## src/verilog/config_nvm_map.vh

```
// Register map, field positions, reset values and list opcodes of the
// configuration storage transfer control.
// Assumes inclusion by bare name from the design file that uses it.
`ifndef CONFIG_NVM_MAP_VH
`define CONFIG_NVM_MAP_VH

// Register offsets on the serial control port.
`define STATUS_SEL_ADDR 12'h01D
`define ACTIVE_UPDATE_ADDR 12'h232
`define SOFT_RELOAD_ADDR 12'h302
`define SEG_BASE_ADDR 12'hA00
`define SEG_LAST_ADDR 12'hA16
`define BUSY_ADDR 12'hB00
`define ERROR_ADDR 12'hB01
`define WEN_ADDR 12'hB02
`define STORE_ADDR 12'hB03

// Field positions.
`define STATUS_SEL_BIT 7
`define SOFT_RELOAD_BIT 1
`define FLAG_BIT 0

// Reset values.
`define WEN_RESET 1'b0
`define BUF_RESET 8'h00

// Segment list sizes and opcodes.
`define SEG_COUNT 23
`define SEG_LAST_IDX 5'h16
`define OP_UPDATE 8'h80
`define OP_END 8'hFF
`define SEG_DEF_CNT 8'h40
`define SEG_DEF_ADDR 8'h00

// Buffer register bank covers offsets 0x000 to 0x03F.
`define BUF_WORDS 64
`define FIFO_DEPTH 4
`define FIFO_WIDTH 16

`endif

```

## src/verilog/config_nvm_transfer_control.v

```verilog
// Storage transfer control: register file, segment list walker, store FIFO.
// Assumes register accesses arrive already decoded from the serial control
// port, and that the storage answers each read with one acknowledge.
`include "config_nvm_map.vh"

module nvm_store_fifo #(
    parameter WIDTH = 16,
    parameter DEPTH = 4,
    parameter AW = 2
) (
    // Clock and reset
    input wire sys_clk,
    input wire srst,
    // Filling side
    input wire in_valid,
    output wire in_ready,
    input wire [WIDTH-1:0] in_data,
    // Draining side
    output wire out_valid,
    input wire out_ready,
    output wire [WIDTH-1:0] out_data,
    output wire empty
);
    reg [WIDTH-1:0] mem [0:DEPTH-1];
    reg [AW-1:0] wr_ptr;
    reg [AW-1:0] rd_ptr;
    reg [AW:0] count;
    wire push;
    wire pop;

    // Full and empty come straight from the occupancy count.
    assign in_ready = (count != DEPTH[AW:0]);
    assign empty = (count == {(AW+1){1'b0}});
    assign out_valid = !empty;
    assign out_data = mem[rd_ptr];
    assign push = in_valid && in_ready;
    assign pop = out_valid && out_ready;

    // Pointers wrap naturally because the depth is a power of two.
    always @(posedge sys_clk) begin
        if (srst) begin
            wr_ptr <= {AW{1'b0}};
            rd_ptr <= {AW{1'b0}};
            count <= {(AW+1){1'b0}};
        end else begin
            if (push) begin
                mem[wr_ptr] <= in_data;
                wr_ptr <= wr_ptr + 1'b1;
            end
            if (pop)
                rd_ptr <= rd_ptr + 1'b1;
            if (push && !pop)
                count <= count + 1'b1;
            else if (pop && !push)
                count <= count - 1'b1;
        end
    end
endmodule // nvm_store_fifo

module config_nvm_transfer_control (
    // Clock and reset
    input wire sys_clk,
    input wire srst,
    // Decoded serial control port access
    input wire [11:0] reg_addr,
    input wire [7:0] reg_wdata,
    input wire reg_wr,
    input wire reg_rd,
    output reg [7:0] reg_rdata,
    output reg reg_rvalid,
    // Storage-select pin, low selects reload from storage
    input wire nvm_sel_n,
    // General status pin
    output reg status_pin,
    // Store stream towards the storage
    output wire nvm_wr_valid,
    input wire nvm_wr_ready,
    output wire [7:0] nvm_wr_addr,
    output wire [7:0] nvm_wr_data,
    // Load requests towards the storage
    output reg nvm_rd_req,
    output reg [7:0] nvm_rd_addr,
    input wire nvm_rd_ack,
    input wire [7:0] nvm_rd_data,
    input wire nvm_rd_err,
    // Active bank update strobe
    output reg active_update
);
    localparam S_IDLE = 3'd0;
    localparam S_OP = 3'd1;
    localparam S_ADDR = 3'd2;
    localparam S_MOVE = 3'd3;
    localparam S_WAIT = 3'd4;
    localparam S_DRAIN = 3'd5;

    reg [7:0] buf_bank [0:`BUF_WORDS-1];
    reg [7:0] act_bank [0:`BUF_WORDS-1];
    reg [7:0] seg [0:`SEG_COUNT-1];
    reg [2:0] state;
    reg dir_store;
    reg [4:0] idx;
    reg [6:0] cnt;
    reg [5:0] baddr;
    reg [7:0] naddr;
    reg wen;
    reg err;
    reg store_cmd;
    reg soft_bit;
    reg host_update;
    reg list_update;
    wire busy;
    wire in_buf;
    wire in_seg;
    wire [7:0] entry;
    wire fifo_in_valid;
    wire fifo_in_ready;
    wire fifo_empty;
    wire do_update;
    wire start_store;
    wire [11:0] seg_base = `SEG_BASE_ADDR;
    wire [11:0] sel_addr = `STATUS_SEL_ADDR;
    integer i;

    assign busy = (state != S_IDLE);
    assign in_buf = (reg_addr[11:6] == 6'h00);
    assign in_seg = (reg_addr[11:5] == seg_base[11:5])
        && (reg_addr[4:0] <= `SEG_LAST_IDX);
    assign entry = seg[idx];
    assign do_update = host_update || list_update;
    // A store is started only with write protection lifted and no transfer running.
    assign start_store = reg_wr && (reg_addr == `STORE_ADDR)
        && reg_wdata[`FLAG_BIT] && wen && !busy && !soft_bit;
    assign fifo_in_valid = (state == S_MOVE) && dir_store;

    // Store data passes through a small FIFO so a slow storage stalls the walker.
    nvm_store_fifo #(
        .WIDTH(`FIFO_WIDTH),
        .DEPTH(`FIFO_DEPTH),
        .AW(2)
    ) u_fifo (
        .sys_clk(sys_clk),
        .srst(srst),
        .in_valid(fifo_in_valid),
        .in_ready(fifo_in_ready),
        .in_data({naddr, buf_bank[baddr]}),
        .out_valid(nvm_wr_valid),
        .out_ready(nvm_wr_ready),
        .out_data({nvm_wr_addr, nvm_wr_data}),
        .empty(fifo_empty)
    );

    // Host control bits; self-clearing bits drop without a host write.
    always @(posedge sys_clk) begin
        if (srst) begin
            wen <= `WEN_RESET;
            soft_bit <= 1'b0;
            host_update <= 1'b0;
            store_cmd <= 1'b0;
        end else begin
            soft_bit <= reg_wr && (reg_addr == `SOFT_RELOAD_ADDR)
                && reg_wdata[`SOFT_RELOAD_BIT] && !nvm_sel_n && !busy;
            host_update <= reg_wr && (reg_addr == `ACTIVE_UPDATE_ADDR)
                && reg_wdata[`FLAG_BIT];
            if (soft_bit)
                wen <= `WEN_RESET;
            else if (reg_wr && (reg_addr == `WEN_ADDR))
                wen <= reg_wdata[`FLAG_BIT];
            // Without write enable the command never latches, so it reads 0.
            if (start_store)
                store_cmd <= 1'b1;
            else if (state == S_DRAIN && fifo_empty)
                store_cmd <= 1'b0;
        end
    end

    // Segment list walker for both directions.
    always @(posedge sys_clk) begin
        if (srst) begin
            state <= S_IDLE;
            dir_store <= 1'b0;
            idx <= 5'd0;
            cnt <= 7'd0;
            baddr <= 6'd0;
            naddr <= 8'h00;
            err <= 1'b0;
            nvm_rd_req <= 1'b0;
            nvm_rd_addr <= 8'h00;
            list_update <= 1'b0;
        end else begin
            list_update <= 1'b0;
            nvm_rd_req <= 1'b0;
            case (state)
                S_IDLE: begin
                    idx <= 5'd0;
                    naddr <= 8'h00;
                    if (start_store || soft_bit) begin
                        dir_store <= start_store;
                        err <= 1'b0;
                        state <= S_OP;
                    end
                end
                S_OP: begin
                    if (entry == `OP_END || idx > `SEG_LAST_IDX) begin
                        state <= dir_store ? S_DRAIN : S_IDLE;
                    end else if (entry == `OP_UPDATE) begin
                        list_update <= 1'b1;
                        idx <= idx + 5'd1;
                    end else begin
                        cnt <= entry[6:0];
                        idx <= idx + 5'd1;
                        state <= S_ADDR;
                    end
                end
                S_ADDR: begin
                    baddr <= seg[idx][5:0];
                    idx <= idx + 5'd1;
                    state <= (cnt == 7'd0) ? S_OP : S_MOVE;
                end
                S_MOVE: begin
                    if (dir_store) begin
                        if (fifo_in_ready) begin
                            baddr <= baddr + 6'd1;
                            naddr <= naddr + 8'h01;
                            cnt <= cnt - 7'd1;
                            if (cnt == 7'd1)
                                state <= S_OP;
                        end
                    end else begin
                        nvm_rd_req <= 1'b1;
                        nvm_rd_addr <= naddr;
                        state <= S_WAIT;
                    end
                end
                S_WAIT: begin
                    if (nvm_rd_ack) begin
                        if (nvm_rd_err)
                            err <= 1'b1;
                        baddr <= baddr + 6'd1;
                        naddr <= naddr + 8'h01;
                        cnt <= cnt - 7'd1;
                        state <= (cnt == 7'd1) ? S_OP : S_MOVE;
                    end
                end
                S_DRAIN: begin
                    // The store ends only once the last byte has left the FIFO.
                    if (fifo_empty)
                        state <= S_IDLE;
                end
                default: state <= S_IDLE;
            endcase
        end
    end

    // Buffer bank and segment list; host writes are ignored during a transfer.
    always @(posedge sys_clk) begin
        if (srst || soft_bit) begin
            for (i = 0; i < `BUF_WORDS; i = i + 1)
                buf_bank[i] <= `BUF_RESET;
            for (i = 0; i < `SEG_COUNT; i = i + 1)
                seg[i] <= `OP_END;
            seg[0] <= `SEG_DEF_CNT;
            seg[1] <= `SEG_DEF_ADDR;
            seg[2] <= `OP_UPDATE;
        end else if (state == S_WAIT && nvm_rd_ack) begin
            buf_bank[baddr] <= nvm_rd_data;
        end else if (reg_wr && !busy) begin
            if (in_buf)
                buf_bank[reg_addr[5:0]] <= reg_wdata;
            if (in_seg)
                seg[reg_addr[4:0]] <= reg_wdata;
        end
    end

    // Active bank takes the whole buffer bank on an update.
    always @(posedge sys_clk) begin
        if (srst) begin
            for (i = 0; i < `BUF_WORDS; i = i + 1)
                act_bank[i] <= `BUF_RESET;
            active_update <= 1'b0;
        end else begin
            active_update <= do_update;
            if (do_update) begin
                for (i = 0; i < `BUF_WORDS; i = i + 1)
                    act_bank[i] <= buf_bank[i];
            end
        end
    end

    // Status pin follows busy when the active select bit is set.
    always @(posedge sys_clk) begin
        if (srst)
            status_pin <= 1'b0;
        else
            status_pin <= act_bank[sel_addr[5:0]][`STATUS_SEL_BIT] && busy;
    end

    // Read data is registered and answered one cycle after the strobe.
    always @(posedge sys_clk) begin
        if (srst) begin
            reg_rdata <= 8'h00;
            reg_rvalid <= 1'b0;
        end else begin
            reg_rvalid <= reg_rd;
            if (reg_rd) begin
                reg_rdata <= 8'h00;
                if (in_buf)
                    reg_rdata <= buf_bank[reg_addr[5:0]];
                else if (in_seg)
                    reg_rdata <= seg[reg_addr[4:0]];
                else if (reg_addr == `BUSY_ADDR)
                    reg_rdata <= {7'd0, busy};
                else if (reg_addr == `ERROR_ADDR)
                    reg_rdata <= {7'd0, err};
                else if (reg_addr == `WEN_ADDR)
                    reg_rdata <= {7'd0, wen};
                else if (reg_addr == `STORE_ADDR)
                    reg_rdata <= {7'd0, store_cmd};
                else if (reg_addr == `SOFT_RELOAD_ADDR)
                    reg_rdata <= {6'd0, soft_bit, 1'b0};
            end
        end
    end
endmodule // config_nvm_transfer_control

```

## config.mk

```make
export PLATFORM = sky130hd
export DESIGN_NAME = config_nvm_transfer_control
export DESIGN_NICKNAME = d
export VERILOG_FILES = /design/src/verilog/config_nvm_transfer_control.v
export VERILOG_INCLUDE_DIRS = /design/src /design/src/verilog
export SDC_FILE = /design/constraint.sdc
export NUM_CORES = 2
export LEC_CHECK = 0
export ABC_AREA = 1
export BUFFER_PORTS_ARGS = -buffer_cell sky130_fd_sc_hd__buf_2
export CORE_AREA = 2 2 265 267
export CTS_BUF_LIST = sky130_fd_sc_hd__clkbuf_2
export CTS_CLUSTER_SIZE = 25
export DETAILED_ROUTE_END_ITERATION = 8
export DIE_AREA = 0 0 267 269
export HOLD_SLACK_MARGIN = 0.02
export PLACE_DENSITY = 0.83
export SYNTH_ARGS = -nofsm -noshare
export SYNTH_HDL_FRONTEND = slang
export SYNTH_SLANG_ARGS = --single-unit
```

## constraint.sdc

```tcl
create_clock -name sys_clk -period 3.3 [get_ports sys_clk]
set_input_delay 0.33 -clock sys_clk [delete_from_list [all_inputs] [get_ports sys_clk]]
set_output_delay 0.33 -clock sys_clk [all_outputs]
set_load 0.01 [all_outputs]
```

Yosys cells after proc, flatten, opt, wreduce, memory -nomap -nowiden
Memory sizes are Yosys's and may differ from the RTL's. A register that Yosys moved wholly into a read port is not among the register bits.
Cells that the tools add are included.

word-level totals
  bits of input ports = 36
  logic and storage cells = 340
  memories kept = 4
  memory bits (writable) = 1272
  output and inout bits = 37
  bits in registers = 63

memories
  memory      depth  width  read ports  clocked after Yosys merged registers in  wr ports  RTL line                          source
  act_bank    64     8      1           0                                        64        config_nvm_transfer_control.v:97  reg [7:0] act_bank [0:`BUF_WORDS-1];
  buf_bank    64     8      66          1                                        64        config_nvm_transfer_control.v:96  reg [7:0] buf_bank [0:`BUF_WORDS-1];
  seg         23     8      2           1                                        23        config_nvm_transfer_control.v:98  reg [7:0] seg [0:`SEG_COUNT-1];
  u_fifo.mem  4      16     1           1                                        1         config_nvm_transfer_control.v:24  reg [WIDTH-1:0] mem [0:DEPTH-1];

cells by class
  reduce and logical (&&, ||, !) cells = 58
  bitwise operators = 70
  magnitude comparators = 2
  add/sub/neg operators = 8
  equal/unequal tests = 27
  multiplexer cells = 150

operator list
  kind                                             count
  2-to-1 mux 8 bit                                 75
  bitwise OR 1 bit                                 67
  == test 12 bit, second input constant            4
  2-to-1 mux 6 bit                                 7
  2-to-1 mux 7 bit                                 5
  2-to-1 mux 1 bit                                 33
  2-to-1 mux 3 bit                                 11
  == test 12 x 10 -> 1 bit, second input constant  2
  one-hot mux 8 bit (3 select lines)               1
  OR reduction 8 bit                               3
  logical AND 1 bit                                22
  one-hot mux 7 bit (3 select lines)               1
  2-to-1 mux 5 bit                                 4
  2-to-1 mux 2 bit                                 9
  one-hot mux 3 bit (6 select lines)               1
  one-hot mux 6 bit (3 select lines)               1
  == test 8 bit, second input constant             2
  one-hot mux 5 bit (3 select lines)               1
  nonzero test 3 bit                               5
  != test 2 bit, second input constant             7
  AND reduction 4 bit                              3
  AND reduction 6 bit                              2
  adder 8 x 1 -> 8 bit, second input constant      1
  == test 7 x 1 -> 1 bit, second input constant    1
  26 further kinds                                 47

Logic depth before layout (Yosys ltp)
  depth after elaboration = 9
  gate-level depth with buffers = 21
  mapped depth without buffers = 19

Modules after synthesis
Synthesis repeated with hierarchy kept, for this count alone.

second synthesis, totals
  cells, all modules = 4896
  area, all modules = 45623.8 um^2

modules (own cells, without submodules)
  module                       area an instance (um^2)  instances  seq. area each (um^2)  cells each
  config_nvm_transfer_control  42533.3                  1          24433.4                4673
  nvm_store_fifo               3090.5                   1          2102.0                 223

Least setup slack after synthesis
No wires, ideal clock.

  path kind = input port to flip-flop
  start point = input port reg_addr[4]
  end point = memory seg[11][0], enable pin
  buffers on the path = 1
  cell stages on the path = 11
  required time = 2916 ps
  path slack = 347 ps
  arrival = 2569 ps
  library setup time = 384 ps
  path through = buf_2 inv_1 nor3_1 nand2_1 nand2_1 nand2_1 clkinv_1 nand2_1 nor2_1 clkinv_1 o21ai_0

RTL lines
  element      RTL line                          source
  from (decl)  config_nvm_transfer_control.v:65  input wire [11:0] reg_addr,
  to (decl)    config_nvm_transfer_control.v:98

Worst setup path after layout
  start point = input port reg_addr[3]
  end point = register reg_rdata[7]

on the way
  word-level cells in the longest chain between the ends = 4
  elaborated cells on any way between the ends = 6
  classes of those cells = 1 x order compare; 2 x mux; 1 x reduce/logical; 2 x memory

RTL lines
  element                                                                      RTL line                           source
  parallel branches: the longest is 3 deep, another holds memory (64 x 8 bit)  n/a
  2-to-1 mux 8 bit *                                                           config_nvm_transfer_control.v:306  if (in_buf)
  to (signal assigned)                                                         config_nvm_transfer_control.v:307  reg_rdata <= buf_bank[reg_addr[5:0]];
  to (signal assigned)                                                         config_nvm_transfer_control.v:309  reg_rdata <= seg[reg_addr[4:0]];
  to (signal assigned)                                                         config_nvm_transfer_control.v:311  reg_rdata <= {7'd0, busy};
  to (decl)                                                                    config_nvm_transfer_control.v:69   output reg [7:0] reg_rdata,

Mark *: on every way between the ends.
A chain may end at the register's enable or synchronous reset.

==> impl_metrics.tcl <==
set metrics [dict create \
    antenna_found_initial 5 \
    finalPower_uw 24640 \
    yosysMostFrequentCell "nor2_1" \
    leakagePower_uw 0.02002 \
    fin_crit_sh_pct 102.0 \
    htreeDepth 4 \
    crit_path_cell_trace "buf_2 > dlygate4sd3_1 > inv_1 > nand2_1 > nor2_1 > dlygate4sd3_1 > inv_1 > buf_12 > a21oi_1 > nor4b_1 > buf_4 > nand3_1 > nand3_1 > dlygate4sd3_1 > buf_4 > a21oi_1 > dlygate4sd3_1" \
    synth_compound_area_share_pct 16.21 \
    drv_slew 0 \
    synth_xor_xnor_area_share_pct 0.07755 \
    max_cap_violations 0 \
    post_route_cells_drive_above_1_share_pct 14.32 \
    pre_cts_ws_ns -0.1318 \
    cpPeakStageDelay_ns 0.71 \
    cts-buffers-inserted 219 \
    dpl.cell_count 5915 \
    die_h_um 269 \
    fin_ws_ns -0.06515 \
    finalCriticalPeriod_ns 3.365 \
    synth_ff_type "edfxtp_1" \
    routed_wl_um 157300 \
    clk_latency_ns 1.55 \
    critPathCaptureType "flop" \
    drc_errors 0 \
    syn2layout_area_growth_pct 14.48 \
    crit_end "reg_rdata[7]$_SDFFE_PP0P_" \
    grt_setup_unrepaired "yes" \
    irDropWorstVdd_v 0.0003793 \
    synthAdderAreaFrac_pct 0.3490 \
    multi_input_area_um2 17180 \
    p_comb_share_pct 14.9 \
    hold_viol 0 \
    viasPerCell 6.628 \
    criticalPathCategory "input pin to flop" \
    core_um2 69300 \
    worstSetupStartpointType "input pin" \
    yosys_warnings 0 \
    clock_skew_ns 0.1397 \
    crit_top_cell "dlygate4sd3_1" \
    crit_path_max_fanout 19 \
    synth_area_leaders "edfxtp_1, nor2_1, nand2_1" \
    worstPathRequired_ns 4.70 \
    track_usage_pct 43.30 \
    cts_tree "done" \
    dieArea_um2 71820 \
    grt_pass1_vias 39880 \
    yosysTopAreaCellShare_pct 55.37 \
    critPathSlowestCell "dlygate4sd3_1" \
    hold_class "input pin to flop" \
    setup_viol 1 \
    hpwl_um 101500 \
    outcome "complete, but fails checks" \
    die_w_um 267 \
    synth_edf_count 833 \
    p_per_area_nw_per_um2 476.3 \
    max_clock_freq_ghz 0.2972 \
    firstDrtPassIters 9 \
    grt_pass1_wl_um 232300 \
    synth_top_family_by_area "simple AND/OR/NAND/NOR gates" \
    synth_top_cell_by_area "edfxtp_1" \
    synthCells 4911 \
    regArea_um2 26550 \
    drt_iter0_drc 8007 \
    gp_congestion 1.029 \
    violations "negative setup slack" \
    p_sw_uw 7645 \
    synthSimpleGateAreaFrac_pct 20.39 \
    dr_total_vias 42600 \
    cts_root_buf "clkbuf_2" \
    r2r-end "buf_bank[27][4]$_SDFFCE_PN0P_" \
    hold-worst-slack_ns 0.2472 \
    syn_area_per_cell_um2 9.199 \
    grt_max_degree 79 \
    synthMuxAreaShare_pct 0 \
    ys_ff_latch 909 \
    synthDistinctLibCells 48 \
    cts.sinks 909 \
    syn_area_um2 45180 \
    relSlewSlack_pct 34.06 \
    numPortBuffers 72 \
    final_antenna_net_count 0 \
    switching_share_pct 31.03 \
    wl_per_cell_um 24.48 \
    cts_max_path_buffers 3 \
    finalNonFillerCells 6427 \
    initial_core_util_pct 65.19 \
    num-nets-final 5350 \
    r2r_cells 14 \
    fin_tns_setup_ns -0.06515 \
    p_clk_share_pct 31.6 \
    r2r_setup_slack_ns 0.06 \
    startpoint "reg_addr[3]" \
    p_int_uw 16990 \
    async_reset_ff_share_pct 0 \
    ios 73 \
    critPathArrivalTime_ns 4.77 \
    grt-ovfl-total 0 \
    num-fill-cells 4891 \
    synth.top_cells.by_count "nor2_1, nand2_1, edfxtp_1" \
    clk_pin_slew_worst_paths_ns 0.13 \
    p_seq_share_pct 53.5 \
    ys_seq_area_share_pct 58.73 \
    worst_pin_slew_ns 0.9880 \
    rows 97 \
    reg2reg_from "state[0]$_SDFFE_PP0P_" \
]
## through the flow
stage | cell area (µm²) | util (%)
2_1_floorplan | 45440 | -
3_3_place_gp | 48430 | 69.89
3_5_place_dp | 48430 | 69.89
4_1_cts | 51620 | 74.48
5_1_grt | 51720 | 74.63
6_report | 51720 | 74.63
## power groups by stage
| stage | Combinational (µW) | Clock, µW | Sequential [µW] |
|---|---|---|---|
| after floorplan | 2020 | 0 | 13300 |
| after global placement | 3180 | 0 | 13400 |
| after detailed placement | 3260 | 0 | 13400 |
| after CTS | 3470 | 7750 | 13200 |
| after global routing | 3870 | 8290 | 13200 |
| final | 3670 | 7790 | 13200 |
## worst min path at each step
stage                                        from                       endpoint  slack (ns)  depth (start not counted)
floorplan                            reg_wdata[0]           seg[23][0]$_DFFE_PP_        0.43                          0
global placement    u_fifo.rd_ptr[1]$_SDFFE_PP0P_  u_fifo.rd_ptr[1]$_SDFFE_PP0P_        0.45                          2
detailed placement      reg_rdata[0]$_SDFFE_PP0P_      reg_rdata[0]$_SDFFE_PP0P_        0.47                          2
CTS                                   reg_addr[4]        seg[6][7]$_SDFFCE_PN1P_        0.07                          7
global route                          reg_addr[3]        seg[6][7]$_SDFFCE_PN1P_        0.20                          7
finish                                reg_addr[3]        seg[6][7]$_SDFFCE_PN1P_        0.25                          7
## flip-flops by register name, indices dropped and copies added, names as in the netlist, 2 cells and up, named ones only
| name | flops |
|---|---|
| naddr | 8 |
| u_fifo.rd_ptr | 2 |
| baddr | 6 |
| buf_bank | 512 |
| nvm_rd_addr | 8 |
| u_fifo.count | 3 |
| cnt | 7 |
| u_fifo.mem | 64 |
| state | 3 |
| seg | 256 |
| u_fifo.wr_ptr | 2 |
| reg_rdata | 8 |
| idx | 5 |
## layer usage
metal  vias to the layer above  routed length, µm  track usage [%]
met4                         0              11770            29.35
met5                         -                  0                0
li1                      18280                  -                -
met3                       774              24460            14.05
met2                      3928              68920            65.43
met1                     19620              52200            53.43
## area by class of cell
cell class | instances | share of cell area, %
diodes | 4 | 0.01935
repair inverters | 1 | 0.01451
clock inverters | 107 | 1.219
inverters | 146 | 1.115
well taps | 940 | 2.274
flip-flops and latches | 909 | 51.34
clock buffers | 295 | 2.855
repair buffers | 456 | 7.944
multi-input cells | 3569 | 33.22
## placed cells by master, fill, tap and decap left out, types with 147 or more instances in the layout
cell / instances
a21oi_1: 160
a22oi_1: 356
buf_4: 238
clkbuf_2: 295
edfxtp_1: 833
nand2_1: 907
nand3_1: 246
nor2_1: 1015
o21ai_0: 407
o22ai_1: 147
## critical path, delay by kind of cell
family                 cells  cell delay (ns)
AND/OR/NAND/NOR            5             0.79
buffers and inverters     10             3.48
AO/OA/AOI/OAI              2             0.15
## kinds of logic after synthesis
logic type | count (synthesis)
xor gates and xnor gates | 4
AOI/OAI and AO/OA | 1188
adders and majority gates | 12
other | 1
buffers and inverters | 504
DFF | 909
and+or+nand+nor | 2293
## what timing repair did
action / 4_1_cts / 5_1_grt
resized for setup: 9 / 35
cloned: 2 / 0
endpoints found under the setup margin: 44 / 359
hold buffers: 97 / 1
buffers inserted: 5 / 2
hold endpoints to repair: 1522 / 208
(Power assumes the default switching activity.)
